File: src/vrs_defs.svh
// Purpose: timing counts and widths for the startup and VID supervisor
// Assumes: 20 MHz clock, 50 ns period
// Notes:   times in their own units; cycle counts derived below
`ifndef VRS_DEFS_SVH
`define VRS_DEFS_SVH

`define VRS_CLK_MHZ        20
`define VRS_RESET_US       55
`define VRS_RESET_CYC      (`VRS_RESET_US * `VRS_CLK_MHZ)
`define VRS_BOOT_US        100
`define VRS_BOOT_CYC       (`VRS_BOOT_US * `VRS_CLK_MHZ)
`define VRS_PGDLY_MS       9
`define VRS_PGDLY_CYC      (`VRS_PGDLY_MS * 1000 * `VRS_CLK_MHZ)
`define VRS_LIMIT_SET_PIN_MS        9
`define VRS_LIMIT_SET_PIN_CYC       (`VRS_LIMIT_SET_PIN_MS * 1000 * `VRS_CLK_MHZ)
`define VRS_MASK_US        130
`define VRS_MASK_CYC       (`VRS_MASK_US * `VRS_CLK_MHZ)
`define VRS_MASK_EXT_US    260
`define VRS_MASK_EXT_CYC   (`VRS_MASK_EXT_US * `VRS_CLK_MHZ)
`define VRS_FINAL_US       100
`define VRS_FINAL_CYC      (`VRS_FINAL_US * `VRS_CLK_MHZ)
`define VRS_SKEW_NS        400
`define VRS_SKEW_CYC       ((`VRS_SKEW_NS * `VRS_CLK_MHZ + 999) / 1000)
// one 12.5 mV step: 4 us at slow rate, 1 us at fast rate
`define VRS_STEP_SLOW_US   4
`define VRS_STEP_SLOW_CYC  (`VRS_STEP_SLOW_US * `VRS_CLK_MHZ)
`define VRS_STEP_FAST_US   1
`define VRS_STEP_FAST_CYC  (`VRS_STEP_FAST_US * `VRS_CLK_MHZ)
`define VRS_VID_W          7
`define VRS_BOOT_CODE      7'h3E
`define VRS_LOW_DAC_CODE   7'h60

`endif

File: src/vrs_pkg.sv
// Purpose: types for the startup and VID supervisor
// Assumes: nothing
// Notes:   constants live in vrs_defs.svh
package vrs_pkg;
	typedef enum logic [2:0] {
		VRS_OFF,
		VRS_RESET,
		VRS_PHASE,
		VRS_SOFT,
		VRS_BOOT,
		VRS_DELAY,
		VRS_RUN,
		VRS_LATCH
	} vrs_state_e;
endpackage

File: src/vrs_timer_if.sv
// Purpose: carries load and done of one down counter
// Assumes: single clock
// Notes:   start loads count, done is a level
`timescale 1ns/10ps
interface vrs_timer_if #(parameter int W = 24);
	logic         start;
	logic [W-1:0] count;
	logic         run;
	logic         done;
	modport owner (output start, output count, output run, input done);
	modport timer (input start, input count, input run, output done);
endinterface

File: src/vr_startup_vid_supervisor.sv
// Purpose: power-up sequence, VID soft transient, power-good masking, current limit latch
// Assumes: comparator inputs synchronous to clock; 20 MHz clock
// Notes:   analog loops outside; dac code drives the reference DAC
// Overview of operation
// - supply ok and enable: reset interval first
// - sample phase count, then go soft-start
// - ramp to boot code, hold 100 us
// - boot hold done drives clock-go low
// - power good after 9 ms clock-go low
// - VID used only after clock-go low
// - enable/supply loss clears soft-start and delay
// - lockout or shutdown pulls sense reference down
// - good only inside -300/+200 mV window
// - target below 300 mV: upper limit only
// - mask 130 us after VID or sleep change
// - large droop in sleep extends masking
// - new VID ignored at least 400 ns
// - every VID change in run state, except one away from OFF_CODE, restarts mask timer
// - step DAC one code at a time
// - mask 100 us after last step
// - paced 3.125 mV/us or 12.5 mV/us up
// - comparator trip enters current limit
// - output under 200 mV: clamp ramp 1.5 V
// - 9 ms continuous limit latches off
// - latch clears on power or enable cycle
// - power good open drain, pull low only
// - VID transition forces fixed PWM
`timescale 1ns/10ps
`include "vrs_defs.svh"
module vr_startup_vid_supervisor #(
	parameter int VID_W      = `VRS_VID_W,
	parameter int PGDLY_CYC  = `VRS_PGDLY_CYC,
	parameter int LIMIT_SET_PIN_CYC   = `VRS_LIMIT_SET_PIN_CYC,
	parameter int TW         = 24
) (
	input  wire logic             clock,
	input  wire logic             rst_n,
	input  wire logic             enable,
	input  wire logic             supplyOk,
	input  wire logic             phaseSelTwo,
	input  wire logic [VID_W-1:0] voltage_id_bits,
	input  wire logic             deeperSleep,
	input  wire logic             slowSleepExit,
	input  wire logic             droopOver200mV,
	input  wire logic             outAboveLow,
	input  wire logic             outAboveHigh,
	input  wire logic             outBelow200mV,
	input  wire logic             currentOver,
	input  wire logic             fastUpSlew,
	output logic [VID_W-1:0]      dacCode,
	output logic                  cpu_clock_go_n,
	output logic                  power_good_out_o,
	output logic                  power_good_out_oe_n,
	output logic                  senseRefPullDown,
	output logic                  softStartDone,
	output logic                  twoPhase,
	output logic                  forcePwm,
	output logic                  rampClamp,
	output logic                  switching,
	output logic                  latchedOff
);
	// refuse settings the counters cannot hold
	if (VID_W != 7 || PGDLY_CYC < 1 || LIMIT_SET_PIN_CYC < 1 || PGDLY_CYC >= (1 << TW)
		|| LIMIT_SET_PIN_CYC >= (1 << TW) || TW < 16) begin
		$error("vr_startup_vid_supervisor: unsupported parameters");
	end

	localparam logic [TW-1:0] RESET_CNT  = TW'(`VRS_RESET_CYC);
	localparam logic [TW-1:0] BOOT_CNT   = TW'(`VRS_BOOT_CYC);
	localparam logic [TW-1:0] PGDLY_CNT  = TW'(PGDLY_CYC);
	localparam logic [TW-1:0] LIMIT_SET_PIN_CNT   = TW'(LIMIT_SET_PIN_CYC);
	localparam logic [TW-1:0] MASK_CNT   = TW'(`VRS_MASK_CYC);
	localparam logic [TW-1:0] MASKX_CNT  = TW'(`VRS_MASK_EXT_CYC);
	localparam logic [TW-1:0] FINAL_CNT  = TW'(`VRS_FINAL_CYC);
	localparam logic [TW-1:0] SKEW_CNT   = TW'(`VRS_SKEW_CYC);
	localparam logic [TW-1:0] SLOW_CNT   = TW'(`VRS_STEP_SLOW_CYC);
	localparam logic [TW-1:0] FAST_CNT   = TW'(`VRS_STEP_FAST_CYC);
	localparam logic [VID_W-1:0] BOOT_CODE = `VRS_BOOT_CODE;
	localparam logic [VID_W-1:0] LOW_CODE  = `VRS_LOW_DAC_CODE;
	localparam logic [VID_W-1:0] OFF_CODE  = {VID_W{1'b1}};

	vrs_pkg::vrs_state_e state;
	logic                powerOn;
	logic                seqActive;
	logic                enablePrev;
	logic [VID_W-1:0]    targetCode;
	logic [VID_W-1:0]    vidSeen;
	logic                vidPending;
	logic                stepping;
	logic                sleepPrev;
	logic                maskRun;
	logic                finalRun;
	logic                ilimRun;
	logic                stepRun;
	logic                stepArmed;
	logic                goodRaw;

	vrs_timer_if #(.W(TW)) seqIf ();
	vrs_timer_if #(.W(TW)) skewIf ();
	vrs_timer_if #(.W(TW)) maskIf ();
	vrs_timer_if #(.W(TW)) finalIf ();
	vrs_timer_if #(.W(TW)) ilimIf ();
	vrs_timer_if #(.W(TW)) stepIf ();

	// every interval counted from the one clock
	vrs_timer #(.W(TW)) seqTimer   (.clock(clock), .rst_n(rst_n), .tif(seqIf));
	vrs_timer #(.W(TW)) skewTimer  (.clock(clock), .rst_n(rst_n), .tif(skewIf));
	vrs_timer #(.W(TW)) maskTimer  (.clock(clock), .rst_n(rst_n), .tif(maskIf));
	vrs_timer #(.W(TW)) finalTimer (.clock(clock), .rst_n(rst_n), .tif(finalIf));
	vrs_timer #(.W(TW)) ilimTimer  (.clock(clock), .rst_n(rst_n), .tif(ilimIf));
	vrs_timer #(.W(TW)) stepTimer  (.clock(clock), .rst_n(rst_n), .tif(stepIf));

	assign powerOn = enable && supplyOk;
	assign seqActive = state != vrs_pkg::VRS_OFF && state != vrs_pkg::VRS_LATCH;

	// sequence state
	always_ff @(posedge clock) begin
		if (!rst_n) begin
			state <= vrs_pkg::VRS_OFF;
		end else if (!supplyOk) begin
			state <= vrs_pkg::VRS_OFF;
		end else if (!enable) begin
			state <= vrs_pkg::VRS_OFF;
		end else begin
			unique case (state)
				vrs_pkg::VRS_OFF: begin
					state <= vrs_pkg::VRS_RESET;
				end
				vrs_pkg::VRS_RESET: begin
					if (seqIf.done) begin
						state <= vrs_pkg::VRS_PHASE;
					end
				end
				vrs_pkg::VRS_PHASE: begin
					state <= vrs_pkg::VRS_SOFT;
				end
				vrs_pkg::VRS_SOFT: begin
					if (dacCode == BOOT_CODE && stepIf.done) begin
						state <= vrs_pkg::VRS_BOOT;
					end
				end
				vrs_pkg::VRS_BOOT: begin
					if (seqIf.done) begin
						state <= vrs_pkg::VRS_DELAY;
					end
				end
				vrs_pkg::VRS_DELAY: begin
					if (seqIf.done) begin
						state <= vrs_pkg::VRS_RUN;
					end
				end
				vrs_pkg::VRS_RUN: begin
				end
				vrs_pkg::VRS_LATCH: begin
				end
			endcase
			if (seqActive && ilimIf.done) begin
				state <= vrs_pkg::VRS_LATCH;
			end
		end
	end

	// sequence timer loads on each entry
	always_comb begin
		seqIf.run = powerOn && (state == vrs_pkg::VRS_RESET || state == vrs_pkg::VRS_BOOT
			|| state == vrs_pkg::VRS_DELAY);
		seqIf.start = 1'b0;
		seqIf.count = RESET_CNT;
		if (state == vrs_pkg::VRS_OFF && powerOn) begin
			seqIf.start = 1'b0;
		end
		if (state == vrs_pkg::VRS_RESET && enablePrev == 1'b0) begin
			seqIf.start = 1'b1;
			seqIf.count = RESET_CNT;
		end else if (state == vrs_pkg::VRS_SOFT) begin
			seqIf.start = 1'b0;
		end
		if (state == vrs_pkg::VRS_BOOT && enablePrev == 1'b0) begin
			seqIf.start = 1'b1;
			seqIf.count = BOOT_CNT;
		end
		if (state == vrs_pkg::VRS_DELAY && enablePrev == 1'b0) begin
			seqIf.start = 1'b1;
			seqIf.count = PGDLY_CNT;
		end
	end

	// first cycle of a timed state
	always_ff @(posedge clock) begin
		if (!rst_n) begin
			enablePrev <= 1'b0;
		end else begin
			enablePrev <= seqIf.run && !seqIf.done;
		end
	end

	// phase count sampled once after reset interval
	always_ff @(posedge clock) begin
		if (!rst_n) begin
			twoPhase <= 1'b0;
		end else if (state == vrs_pkg::VRS_PHASE && powerOn) begin
			twoPhase <= phaseSelTwo;
		end
	end

	// VID capture with skew filter, only after clock-go
	always_ff @(posedge clock) begin
		if (!rst_n) begin
			vidSeen <= OFF_CODE;
			vidPending <= 1'b0;
		end else if (state != vrs_pkg::VRS_DELAY && state != vrs_pkg::VRS_RUN) begin
			vidSeen <= voltage_id_bits;
			vidPending <= 1'b0;
		end else if (voltage_id_bits != vidSeen) begin
			vidSeen <= voltage_id_bits;
			vidPending <= 1'b1;
		end else if (skewIf.done) begin
			vidPending <= 1'b0;
		end
	end

	assign skewIf.run = vidPending || (voltage_id_bits != vidSeen);
	assign skewIf.start = voltage_id_bits != vidSeen;
	assign skewIf.count = SKEW_CNT;

	// target code: boot during soft-start, else filtered VID
	always_ff @(posedge clock) begin
		if (!rst_n) begin
			targetCode <= OFF_CODE;
		end else if (!seqActive) begin
			targetCode <= OFF_CODE;
		end else if (state == vrs_pkg::VRS_PHASE) begin
			targetCode <= BOOT_CODE;
		end else if (vidPending && skewIf.done) begin
			targetCode <= vidSeen;
		end
	end

	// one code per step, higher code means lower voltage
	always_ff @(posedge clock) begin
		if (!rst_n) begin
			dacCode <= OFF_CODE;
		end else if (!seqActive) begin
			dacCode <= OFF_CODE;
		end else if (stepIf.done && dacCode != targetCode) begin
			if (dacCode > targetCode) begin
				dacCode <= dacCode - VID_W'(1);
			end else begin
				dacCode <= dacCode + VID_W'(1);
			end
		end
	end

	assign stepping = seqActive && dacCode != targetCode;
	assign stepRun = seqActive && (stepping || state == vrs_pkg::VRS_SOFT);
	assign stepIf.run = stepRun;
	// reload the cycle after done; no loop from done back to start
	always_ff @(posedge clock) begin
		if (!rst_n) begin
			stepArmed <= 1'b0;
		end else begin
			stepArmed <= stepRun && !stepIf.done;
		end
	end

	assign stepIf.start = stepRun && !stepArmed;
	// fast pace only when rising; load and done cycles take two
	assign stepIf.count = (fastUpSlew && dacCode > targetCode) ? FAST_CNT - TW'(2)
		: SLOW_CNT - TW'(2);

	// masking after VID and sleep changes
	always_ff @(posedge clock) begin
		if (!rst_n) begin
			sleepPrev <= 1'b0;
			maskRun <= 1'b0;
		end else begin
			sleepPrev <= deeperSleep;
			if (!seqActive) begin
				maskRun <= 1'b0;
			end else if (maskIf.start) begin
				maskRun <= 1'b1;
			end else if (maskIf.done) begin
				maskRun <= 1'b0;
			end
		end
	end

	assign maskIf.run = maskRun || maskIf.start;
	// each VID change in run state, except one away from OFF_CODE, reloads from full
	assign maskIf.start = seqActive && ((voltage_id_bits != vidSeen && vidSeen != OFF_CODE
		&& state == vrs_pkg::VRS_RUN) || deeperSleep != sleepPrev);
	// deep droop in sleep entry or slow exit stretches the mask
	assign maskIf.count = (droopOver200mV && (deeperSleep || slowSleepExit))
		? MASKX_CNT : MASK_CNT;

	// hold mask 100 us after the last step lands
	always_ff @(posedge clock) begin
		if (!rst_n) begin
			finalRun <= 1'b0;
		end else if (!seqActive) begin
			finalRun <= 1'b0;
		end else if (finalIf.start) begin
			finalRun <= 1'b1;
		end else if (finalIf.done) begin
			finalRun <= 1'b0;
		end
	end

	assign finalIf.run = finalRun || finalIf.start;
	assign finalIf.start = state == vrs_pkg::VRS_RUN && stepIf.done
		&& (dacCode == targetCode + VID_W'(1) || targetCode == dacCode + VID_W'(1));
	assign finalIf.count = FINAL_CNT;

	// current limit persistence
	always_ff @(posedge clock) begin
		if (!rst_n) begin
			ilimRun <= 1'b0;
		end else begin
			ilimRun <= seqActive && currentOver;
		end
	end

	assign ilimIf.run = seqActive && currentOver;
	assign ilimIf.start = currentOver && !ilimRun;
	assign ilimIf.count = LIMIT_SET_PIN_CNT;

	// window with low limit dropped for small targets
	assign goodRaw = !outAboveHigh && (outAboveLow || dacCode > LOW_CODE);

	// outputs
	always_ff @(posedge clock) begin
		if (!rst_n) begin
			cpu_clock_go_n <= 1'b1;
			power_good_out_oe_n <= 1'b0;
			senseRefPullDown <= 1'b1;
			softStartDone <= 1'b0;
			forcePwm <= 1'b0;
			rampClamp <= 1'b0;
			switching <= 1'b0;
			latchedOff <= 1'b0;
		end else begin
			cpu_clock_go_n <= !(state == vrs_pkg::VRS_DELAY || state == vrs_pkg::VRS_RUN);
			// pulled low unless sequence done and window good or masked (mask, final hold, stepping, VID pending)
			power_good_out_oe_n <= state == vrs_pkg::VRS_RUN
				&& (goodRaw || maskIf.run || finalIf.run || stepping || vidPending);
			senseRefPullDown <= !powerOn;
			softStartDone <= state == vrs_pkg::VRS_BOOT || state == vrs_pkg::VRS_DELAY
				|| state == vrs_pkg::VRS_RUN;
			forcePwm <= stepping || vidPending;
			rampClamp <= seqActive && outBelow200mV && state != vrs_pkg::VRS_RUN;
			switching <= seqActive && state != vrs_pkg::VRS_RESET && state != vrs_pkg::VRS_PHASE;
			latchedOff <= state == vrs_pkg::VRS_LATCH;
		end
	end

	assign power_good_out_o = 1'b0;
endmodule

File: src/vrs_timer.sv
// Purpose: loadable down counter with done flag
// Assumes: synchronous active low reset
// Notes:   done high when count reaches zero while run
`timescale 1ns/10ps
module vrs_timer #(
	parameter int W = 24
) (
	input  wire logic   clock,
	input  wire logic   rst_n,
	vrs_timer_if.timer  tif
);
	logic [W-1:0] remain;

	always_ff @(posedge clock) begin
		if (!rst_n || !tif.run) begin
			remain <= '0;
		end else if (tif.start) begin
			remain <= tif.count;
		end else if (remain != '0) begin
			remain <= remain - W'(1);
		end
	end

	assign tif.done = tif.run && !tif.start && (remain == '0);
endmodule

File: config.mk
export PLATFORM = sky130hd
export DESIGN_NAME = vr_startup_vid_supervisor
export DESIGN_NICKNAME = d
export VERILOG_FILES = /design/src/vrs_pkg.sv /design/src/vrs_timer_if.sv /design/src/vr_startup_vid_supervisor.sv /design/src/vrs_timer.sv
export VERILOG_INCLUDE_DIRS = /design/src
export SDC_FILE = /design/constraint.sdc
export NUM_CORES = 1
export LEC_CHECK = 0
export CAP_MARGIN = 10
export CORE_ASPECT_RATIO = 1.75
export CORE_MARGIN = 2
export CORE_UTILIZATION = 40
export CTS_BUF_LIST = sky130_fd_sc_hd__clkbuf_8
export DETAILED_ROUTE_END_ITERATION = 10
export DONT_BUFFER_PORTS = 1
export GPL_TIMING_DRIVEN = 0
export PLACE_DENSITY = 0.56
export SKIP_LAST_GASP = 1
export SLEW_MARGIN = 10
export SYNTH_ARGS = -nofsm -noshare
export SYNTH_HDL_FRONTEND = slang
export SYNTH_SLANG_ARGS = --single-unit
File: constraint.sdc
create_clock -name clock -period 3.5 [get_ports clock]
set_input_delay 0.7 -clock clock [delete_from_list [all_inputs] [get_ports clock]]
set_output_delay 0.7 -clock clock [all_outputs]
set_load 0.005 [all_outputs]
Yosys cells after proc, flatten, opt, wreduce, memory -nomap -nowiden:

Index checks and enable logic that the tools add are counted.
W data, S select, Z words.

* logic and storage cells: 225
* bits in registers: 184
* bits of input ports: 20
* output and inout port bits: 17

* reductions and logical operators: 122
* muxes and demuxes: 36
* bitwise operators: 3
* eq/ne operators: 23
* $lt $le $gt $ge: 2
* $add $sub $neg: 9

Operator list (count)
* $mux W24: 7
* $logic_not A24 Y1: 6
* $reduce_bool A24 Y1: 6
* $sub A24 B1 Y24 const B: 6
* $logic_and A1 B1 Y1: 44
* $mux W7: 6
* $mux W18: 2
* $logic_or A1 B1 Y1: 24
* $mux W11: 2
* $reduce_bool A2 Y1: 11
* $ne A3 B3 Y1 const B: 7
* $logic_not A1 Y1: 20
* $pmux W3 S6: 1
* $mux W3: 5
* $add A7 B1 Y7 const B: 2
* $eq A7 B7 Y1: 2
* $ne A7 B7 Y1: 2
* $mux W13: 1
* $eq A3 B3 Y1 const B: 4
* $mux W10: 1
* $mux W1: 9
* $mux W4: 2
* $reduce_or A2 Y1: 4
* $eq A7 B6 Y1 const B: 1
* 17 further kinds: 20

Logic depth before layout (Yosys ltp):

Gate-level depths: netlist (run 1).

* word-level depth: 16
* mapped depth: 10
* depth with buffers taken out: 8

Modules after synthesis:

From an unflattened synthesis (run 1), not the netlist that was laid out.

* cells, all modules: 1370
* area, all modules: 11134.4 µm²

Modules (own cells, without submodules)
* vrs_timer at finalTimer ...: cells each 180, sequential area each 480.5 µm², area an instance 1455.1 µm², instances 4
* vrs_timer at skewTimer ...: cells each 174, sequential area each 480.5 µm², area an instance 1442.6 µm², instances 2
* vr_startup_vid_supervisor: cells each 302, sequential area each 800.8 µm², area an instance 2428.6 µm², instances 1

Least setup slack after synthesis (run 1):

Ideal clock, no wire load.

* path type: input to register
* start point: in voltage_id_bits[0]
* end point: reg maskTimer.remain[17]
* path slack: 1027 ps
* cell stages on the path: 5
* library setup time: 59 ps
* buffers on the path: 0
* required time: 3441 ps
* data arrival time: 2414 ps
* path through: xor2_1 -> o41ai_2 -> nand4_1 -> or4_1 -> nand2_1

* word-level cells in the longest chain between the ends: 8
* elaborated cells on any way between the ends: 10
* classes of those cells: eq/ne (1); mux (1); reduce/logical (8)

Ends and longest elaborated chain
* start: declaration: line vr_startup_vid_supervisor.sv:41 `input wire logic [VID_W-1:0] voltage_id_bits,`
* $ne A7 B7 Y1 *: line vr_startup_vid_supervisor.sv:290 `assign maskIf.start = seqActive && ((voltage_id_bits != vidSeen && vidSeen != OFF_CODE`
* $logic_and A1 B1 Y1 *: line vr_startup_vid_supervisor.sv:290
* $logic_and A1 B1 Y1 *: line vr_startup_vid_supervisor.sv:291 `&& state == vrs_pkg::VRS_RUN) || deeperSleep != sleepPrev);`
* $logic_or A1 B1 Y1 *: line vr_startup_vid_supervisor.sv:291
* $logic_and A1 B1 Y1 *: line vr_startup_vid_supervisor.sv:290
* $logic_or A1 B1 Y1: line vr_startup_vid_supervisor.sv:288 `assign maskIf.run = maskRun || maskIf.start;`
* $logic_not A1 Y1: line vrs_timer.sv:15 `if (!rst_n || !tif.run) begin`
* $logic_or A1 B1 Y1: line vrs_timer.sv:15
* end signal: assignment: line vrs_timer.sv:18 `remain <= tif.count;`
* end signal: assignment: line vrs_timer.sv:20 `remain <= remain - W'(1);`
* end: declaration: line vrs_timer.sv:12 `logic [W-1:0] remain;`

Every way passes the cells marked *; elsewhere a longest branch is shown, timed or not.
A chain may end at the register's enable or synchronous reset.

Final worst setup path (run 1):

* start point: reg dacCode[0]
* end point: reg dacCode[4]

* word-level cells in the longest chain between the ends: 9
* elaborated cells on any way between the ends: 13
* classes of those cells: add/sub (2); order compare (1); eq/ne (1); mux (1); reduce/logical (8)

Ends and longest elaborated chain
* start: declaration: line vr_startup_vid_supervisor.sv:50 `output logic [VID_W-1:0] dacCode,`
* start signal: assignment: line vr_startup_vid_supervisor.sv:247 `dacCode <= dacCode - VID_W'(1);`
* start signal: assignment: line vr_startup_vid_supervisor.sv:249 `dacCode <= dacCode + VID_W'(1);`
* $ne A7 B7 Y1: line vr_startup_vid_supervisor.sv:245, vr_startup_vid_supervisor.sv:254
* $logic_and A1 B1 Y1: line vr_startup_vid_supervisor.sv:254 `assign stepping = seqActive && dacCode != targetCode;`
* $logic_or A1 B1 Y1: line vr_startup_vid_supervisor.sv:255 `assign stepRun = seqActive && (stepping || state == vrs_pkg::VRS_SOFT);`
* $logic_and A1 B1 Y1: line vr_startup_vid_supervisor.sv:255
* $logic_and A1 B1 Y1: line vr_startup_vid_supervisor.sv:266 `assign stepIf.start = stepRun && !stepArmed;`
* $logic_not A1 Y1: line vrs_timer.sv:24 `assign tif.done = tif.run && !tif.start && (remain == '0);`
* $logic_and A1 B1 Y1 (2 in series): line vrs_timer.sv:24
* $logic_and A1 B1 Y1: line vr_startup_vid_supervisor.sv:245 `end else if (stepIf.done && dacCode != targetCode) begin`

Several ways; a longest one is shown, not always the timed one.

==> results of run 1 <==
==> worst max path at each step <==
stage	from	slack, ps	to
global route	dacCode[0]$_SDFFE_PN1P_	70	stepTimer.remain[14]$_SDFFE_PP0P_
CTS	dacCode[0]$_SDFFE_PN1P_	320	stepTimer.remain[14]$_SDFFE_PP0P_
finish	dacCode[0]$_SDFFE_PN1P_	360	dacCode[4]$_SDFFE_PN1P_
floorplan	voltage_id_bits[0]	1030	maskTimer.remain[17]$_SDFFE_PP0P_
global placement	dacCode[0]$_SDFFE_PN1P_	400	dacCode[4]$_SDFFE_PN1P_
detailed placement	dacCode[0]$_SDFFE_PN1P_	370	stepTimer.remain[14]$_SDFFE_PP0P_
==> state kept, by name, indices dropped and copies added (netlist names), 3 cells and up <==
register / count
skewTimer.remain: 24
finalTimer.remain: 24
maskTimer.remain: 24
dacCode: 7
vidSeen: 7
seqTimer.remain: 24
state: 3
stepTimer.remain: 24
ilimTimer.remain: 24
targetCode: 7
==> stage by stage <==
step,setup slack (ps),power [mW],hold slack [ps],cells
floorplan,1030,2.28,436,1119
global placement,399,2.32,445,1423
detailed placement,369,2.32,454,1423
CTS,323,3.83,237,1455
global route,74.8,3.92,249,1455
finish,364,3.77,282,1455
==> area by class of cell <==
| cell class | instances | area share |
|---|---|---|
| Multi-Input combinational cell | 863 | 0.536 |
| Sequential cell | 184 | 0.360 |
| Inverter | 36 | 0.0132 |
| Buffer | 36 | 0.0149 |
| Clock buffer | 17 | 0.0228 |
| Tap cell | 304 | 0.0371 |
| Clock inverter | 15 | 0.0160 |
==> logic make-up after synthesis <==
| logic type | Yosys count | synth area share |
|---|---|---|
| AND/OR/NAND/NOR | 521 | 0.289 |
| XOR/XNOR | 135 | 0.127 |
| adder cells (fa/ha/maj) | 21 | 0.0278 |
| buffers and inverters | 72 | 0.0304 |
| other | 1 | 0.000396 |
| multiplexers | 14 | 0.0149 |
| AO/OA/AOI/OAI | 171 | 0.122 |
| flip-flops | 184 | 0.389 |
==> cell usage in the layout (no fill, tap or decap), drive strengths merged, types with 20 or more instances in the layout <==
master    n
or4      20
or3      32
nand2    70
nor2    159
dfxtp   184
nand2b   20
a21oi    45
xor2     59
xnor2    75
nand3    43
inv      41
nor3     58
nor4     37
ha       21
o21ai    33
clkbuf   43
==> layer usage <==
layer | part of all wire | GRT usage | vias to the layer above
met5 | 0 | 0 | -
met4 | 0.033 | 0.0878 | 0
met3 | 0.042 | 0.0511 | 36
met2 | 0.53 | 0.358 | 123
met1 | 0.40 | 0.198 | 3675
li1 | - | - | 4015
==> power groups by stage <==
stage | logic (mW) | registers, mW | clock network, mW
finish | 0.158 | 2.11 | 1.50
global route | 0.178 | 2.11 | 1.63
CTS | 0.159 | 2.11 | 1.56
detailed placement | 0.158 | 2.16 | 0
global placement | 0.157 | 2.16 | 0
floorplan | 0.127 | 2.16 | 0
==> critical path: stages (launching register included) <==
cell and delay (ps):
dfxtp_1 410, clkbuf_1 300, inv_1 160, ha_1 410, nand4_1 240, o211a_2 340
nor4b_2 660, o21ai_0 190, a221o_1 320
==> impl_results.md, run 1 <==
- Status: finished, final reports clean
- CP required: between 3000 and 4000 ps
- Reg area: 0.00368 mm²
- Setup-failing EPs final: 0
- Die width: approximately 120 µm
- Peak VDD IR: between 0.2 and 0.25 mV
- IO Port Bufs: 0
- FF-to-FF End: dacCode[4]$_SDFFE_PN1P_
- Combinational power share: 0.042
- DRT Wirelength: 23500 µm
- IO Count: 37
- RSZ-0062 raised after global routing: false
- Biggest area consumer among synthesized cells: dfxtp_1
- RePlAce Congestion: 0.818
- Num CTS Buffers: 17
- Top cells by count, synth: dfxtp_1 (184), nor2_1 (158), xnor2_1 (75)
- Placed Area: 0.00985 mm²
- Fillers: 2382
- Clk Tree Root Cell: clkbuf_8
- First-pass GRT wire length: about 38000 µm
- Clk slew on worst S/H paths: 110 ps
- Cell-internal power: 2.81 mW
- Starting DRC count in detailed routing: 354
- WL per Instance: approximately 16 µm
- Area of the multi-input gates: between 0.005 and 0.006 mm²
- Startpoint types: register
- Worst Path Arrival: 3540 ps
- Area contributors post-synth: dfxtp_1 (39%), xnor2_1 (6.9%), nor2_1 (6.3%)
- Area growth from synthesis to layout: 8.22%
- Mapped cell area: roughly 0.0095 mm²
- Largest net degree at the start of global routing: 18
- Post-CTS Resized: 0
- Final setup TNS: 0 ps
- Drt via density: 5.39
- Crit Path Category: register to register
- Slew headroom: 0.326
- RR Startpoint: dacCode[0]$_SDFFE_PN1P_
- Clk pwr share: 0.398
- Post-synth top flop: dfxtp_1
- Synthesized instance count: 1119
- Power per cell area: 368 mW/mm²
- Starting Density: 0.406
- Initial antenna violation count: 0
- Rows: between 70 and 80
- HP Class: input pin to register
- Detailed-placement wirelength estimate: 17900 µm
- Clock sink count: 184
- Vias: about 7800
- Synthesized area per cell: 8.46 µm²
- Crit path max fanout: 9
- Distinct cells, synth: 76
- ANT nets after route: 0
- Slew Limit Fails: 0
- Yosys warns: 0
- Final nets: 1179
- Tightest Pin Transition: 1000 ps
- Clock latency on the worst-skew pair: 510 ps
- Die area: 0.0250 mm²
- FMAX: 319 MHz
- Reg power frac: 0.560
- Top-area cell type share of the netlist area: 0.389
- Hold path depth: 1
- P_leak: just under 4 nW
- Max_cap viols: 0
- DRC violations left: 0
- Gr usage total: 0.193
- Post-synthesis sequential area ratio: 0.389
- CTS Buffer Depth: 2
- Final hold vios: 0
- Hold Startpoint: voltage_id_bits[1]
- Reg2Reg Depth: 8
- Worst setup EP type: register
- Final core utilization: 0.439
- Design Area, Final: 0.0102 mm²
- Remaining Overflow, GRT: 0
- Clock Skews: 12.9 ps
- CTS tree: done
- Synth Register Bits: between 150 and 200
- R2R setup slack: 360 ps
- Die H: 207 µm
- Final period utilization: 0.896
- Vias in the first global route: 7756
- CTS HTree Levels: 4
- Tmin final: 3140 ps
- Postcts setup bufs: 0
- Net Sw Frac: 0.253
- Leading cell type by number of instances after synthesis: dfxtp_1
- ANT cells: 0
- Synth Net Count: about 1200
- CTS Hold Bufs: 0
- Ys async rst share: 0
- DRT Pass-1 Iters: 6
- Sw power: 0.952 mW
- Post-synth EDFFs: 0
- WHS Endpoint: vidSeen[1]$_SDFFE_PN1P_
- Layout cells sized above 1: 0.0573
- Core Region: 0.0233 mm²
(Power assumes the default switching activity.)
==> run 2, diff against run 1 <==
- CELL_PAD_IN_SITES_DETAIL_PLACEMENT: unset -> 2
- CELL_PAD_IN_SITES_GLOBAL_PLACEMENT: unset -> 2
- PLACE_DENSITY: 0.56 -> 0.82
==> impl_results.md, run 2 (synthesis results as in run 1) <==
- HP Class: input pin to register
- Starting Density: 0.406
- Setup-failing EPs final: 0
- Num CTS Buffers: 17
- Initial antenna violation count: 0
- Clock latency on the worst-skew pair: 510 ps
- IO Count: 37
- DRT Wirelength: 28900 µm
- Max_cap viols: 0
- Reg area: 0.00368 mm²
- Layout cells sized above 1: 0.0557
- Status: finished, final reports clean
- Crit Path Category: register to register
- First-pass GRT wire length: roughly 48000 µm
- P_leak: roughly 3.9 nW
- Worst setup EP type: register
- Postcts setup bufs: 0
- Fillers: 2676
- Peak VDD IR: around 0.23 mV
- Post-Place Worst Slack: 104 ps
- Largest net degree at the start of global routing: 17
- Hold WS: approximately 280 ps
- Core Region: 0.0233 mm²
- Remaining Overflow, GRT: 0
- Starting DRC count in detailed routing: 269
- IO Port Bufs: 0
- Rows: 74
- Area of the multi-input gates: 0.00549 mm²
- Gr usage total: 0.242
- Slew headroom: 0.312
- CTS Hold Bufs: 0
- Detailed-placement wirelength estimate: between 20000 and 25000 µm
- CP required: 3900 ps
- Final nets: between 1000 and 1500
- Power per cell area: 377 mW/mm²
- Clk slew on worst S/H paths: 90 ps
- CTS HTree Levels: 4
- DRT Pass-1 Iters: 4
- Area growth from synthesis to layout: 8.67%
- Final setup TNS: 0 ps
- Die width: 120 µm
- Vias in the first global route: 9411
- Die area: 0.0250 mm²
- Post-route insts no fill: 1454
- Most frequent cells in the layout: dfxtp_1 (184), nor2_1 (158), xnor2_1 (75), nand2_1 (70), xor2_1 (59)
- Tightest Pin Transition: 1020 ps
- Crit path max fanout: 9
- Post-CTS Resized: 0
- Inst Count DP: about 1400
- CTS tree: done
- Tmin final: 3230 ps
- RePlAce Congestion: approximately 0.8
- Drt via density: around 5.7
- Clock Skews: approximately 14 ps
- Commonest non-fill, non-tap cell in the layout: dfxtp_1
- Worst Path Arrival: 3630 ps
- DRC violations left: 0
- Final period utilization: 0.924
- CTS Buffer Depth: 2
- ANT cells: 0
- Hold path depth: 1
- ANT nets after route: 0
- Clock sink count: 184
- Startpoint types: register
- Die H: 207 µm
- FMAX: 309 MHz
- Slew Limit Fails: 0
- Final hold vios: 0
- Reg2Reg Depth: 8
- Clk Tree Root Cell: clkbuf_8
- Total power: 3.88 mW
- WL per Instance: 19.9 µm
- RSZ-0062 raised after global routing: false
- Setup WS post-layout: 267 ps
- Vias: 8348
==> run 2: changes by cell type in the layout (fill, tap and decap cells not counted), sizes merged <==
cell      before  now
inv           41   38
clkinvlp       1    0
clkbuf        43   48
bufinv         2    3
clkinv         7    4
==> run 2: final timing paths <==
kind / endpoint / slack, ps / from
max: dacCode[4]$_SDFFE_PN1P_ / 270 / dacCode[0]$_SDFFE_PN1P_
min: vidSeen[6]$_SDFFE_PN1P_ / 280 / voltage_id_bits[6]
max reg2reg: dacCode[4]$_SDFFE_PN1P_ / 270 / dacCode[0]$_SDFFE_PN1P_
min reg2reg: finalTimer.remain[3]$_SDFFE_PP0P_ / 470 / finalTimer.remain[3]$_SDFFE_PP0P_
==> run 2: layer usage <==
metal,share of wire,global-route usage
met2,0.58,0.484
met5,0,0
met4,0.039,0.113
met1,0.35,0.224
met3,0.031,0.0538
==> run 2: worst max-delay path: stages, from the launching register on <==
cell	delay, ps
dfxtp_1	410
clkbuf_1	340
inv_1	180
ha_1	370
nand4_1	190
o211a_2	350
nor4b_2	700
o21ai_0	250
a221o_1	340
==> run 2: layout make-up <==
class / count / area share
multi-input combinational: 863 / 0.534
inverter: 36 / 0.0131
clock inverter: 9 / 0.0134
sequential: 184 / 0.358
tap: 304 / 0.0370
buffer: 36 / 0.0148
clock buffer: 22 / 0.0294
==> run 2: metrics by stage <==
stage | area [µm²] | util
4_1_cts | 10300 | 0.441
2_1_floorplan | 9470 | -
3_3_place_gp | 9850 | 0.422
5_1_grt | 10300 | 0.441
3_5_place_dp | 9850 | 0.422
6_report | 10300 | 0.441
==> run 2: power by group <==
group	internal [mW]	switching, mW
clock network	0.803	0.801
logic	0.0640	0.102
registers	2.10	0.00982
==> run 3, diff against run 2 <==
- REMOVE_ABC_BUFFERS: unset -> 1
- SLEW_MARGIN: 10 -> unset
==> impl_results.md, run 3 (synthesis results as in run 1) <==
- DRT Pass-1 Iters: 4
- Final hold vios: 0
- Most frequent cells in the layout: dfxtp_1 (184), nor2_1 (158), xnor2_1 (75), nand2_1 (70), xor2_1 (59)
- Commonest non-fill, non-tap cell in the layout: dfxtp_1
- Met2 wire length: 15100 µm
- Post-Place Worst Slack: -307 ps
- ANT nets after route: 0
- Num CTS Buffers: 17
- Starting DRC count in detailed routing: 232
- Total power: 4.05 mW
- Slowest stage delay, CP: approximately 660 ps
- Setup WS post-layout: roughly 300 ps
- Critical Path Slowest Stage Cell: o21ai_2
- IO Port Bufs: 0
- Wire length on met1: between 10000 and 15000 µm
- Area growth from synthesis to layout: 7.76%
- Vias: 8138
- Startpoint types: register
- Worst Path Buf+Inv: 2
- Post-CTS Resized: 0
- Cell chain of the critical path: inv_1, ha_1, or3_1, nor4_1, inv_1, o21ai_2, nor2_1
- Hold WS: 261 ps
- Slew headroom: 0.271
- Fillers: 2657
- Final nets: 1144
- Max_cap viols: 0
- Hold Startpoint: rst_n
- Initial antenna violation count: 0
- Crit Path Category: register to register
- Gr usage total: 0.226
- Final core utilization: 0.437
- Power per cell area: 397 mW/mm²
- Crit path max fanout: 18
- Layout cells sized above 1: 0.0538
- RePlAce Congestion: 0.800
- FMAX: 313 MHz
- IO Count: 37
- Max Used Layer: met4
- Tmin final: 3190 ps
- DRT Wirelength: around 27000 µm
- RSZ-0062 raised after global routing: false
- Drt via density: 5.73
- CTS tree: done
- Design Area, Final: 0.0102 mm²
- Die area: 0.0250 mm²
- Peak VDD IR: 0.390 mV
- Largest net degree at the start of global routing: 31
- WL per Instance: 18.8 µm
- Setup-failing EPs final: 0
- Slew Limit Fails: 0
- Final period utilization: 0.912
- Most used cell, CP: inv_1
- Worst setup startpoint: dacCode[0]$_SDFFE_PN1P_
- Core Region: 0.0233 mm²
- Die width: 120 µm
- Vias in the first global route: 9109
- Delay-heaviest family, CP: simple AND/OR/NAND/NOR gates
- Clk slew on worst S/H paths: 100 ps
- Clk Tree Root Cell: clkbuf_8
- Worst setup EP type: register
- Status: finished, final reports clean
- RR Startpoint: dacCode[0]$_SDFFE_PN1P_
- First-pass GRT wire length: 45400 µm
- Worst Path Arrival: 3560 ps
- Die H: about 210 µm
- Clock sink count: 184
- HP Class: input pin to register
- DRC violations left: 0
- Met3 WL: approximately 540 µm
- CP required: 3870 ps
- P_leak: around 3.8 nW
- Rows: 74
- Clock Skews: 14.2 ps
- CTS HTree Levels: 4
- Remaining Overflow, GRT: 0
- Detailed-placement wirelength estimate: 19700 µm
- Clock latency on the worst-skew pair: 510 ps
- ANT cells: 0
- Tightest Pin Transition: 1080 ps
- Starting Density: 0.406
- Placed Area: 0.00969 mm²
- CTS Buffer Depth: 2
[run 3: changes by cell type in the layout (fill, tap and decap cells not counted), sizes merged]
cell	before	now
clkbuf	48	19
clkinvlp	0	3
clkinv	4	2
buf	10	1
bufinv	3	6
[run 3: cell type report]
cell class                      instances  area, µm²  area share
Multi-Input combinational cell        863       5490       0.539
Sequential cell                       184       3680       0.361
Tap cell                              304        380      0.0373
Clock buffer                           19        262      0.0256
Clock inverter                         13        238      0.0233
Inverter                               36        135      0.0132
Timing Repair Buffer                    1       7.51    0.000736
[run 3: worst register-to-register path, cell delays in order, from the launching register on]
cell     delay (ps)
dfxtp_1         640
inv_1           230
ha_1            390
or3_1           380
nor4_1          520
inv_1           120
o21ai_2         660
nor2_1          120
[run 3: final timing paths]
check / end / cells past startpoint / slack [ps]
min: vidSeen[4]$_SDFFE_PN1P_ / 1 / 260
max reg2reg: finalTimer.remain[11]$_SDFFE_PP0P_ / 7 / 310
max: finalTimer.remain[11]$_SDFFE_PP0P_ / 7 / 310
min reg2reg: finalTimer.remain[3]$_SDFFE_PP0P_ / 2 / 470
[run 3: report_power, final]
group	switching [mW]	leakage, nW	internal (mW)	total [mW]
logic	0.0908	2.11	0.0589	0.150
registers	0.0115	1.49	2.10	2.11
clock network	0.825	0.240	0.966	1.79
[run 3: what timing repair did]
| action | CTS | global route |
|---|---|---|
| hold buffers | 0 | 0 |
| endpoints found under the setup margin | 1 | 0 |
| setup buffers | 1 | 0 |
| endpoints found under the hold margin | 0 | 0 |
[run 3: through the flow]
| step | cells | TNS, ps |
|---|---|---|
| 2_1_floorplan | 1083 | 0 |
| 3_3_place_gp | 1387 | -183 |
| 3_5_place_dp | 1387 | -307 |
| 4_1_cts | 1420 | 0 |
| 5_1_grt | 1420 | 0 |
| 6_report | 1420 | 0 |
[run 3: per-layer routing]
| metal | vias up | track usage |
|---|---|---|
| li1 | 3921 | - |
| met1 | 4096 | 0.228 |
| met2 | 75 | 0.438 |
| met3 | 46 | 0.0374 |
| met4 | 0 | 0.105 |
| met5 | - | 0 |
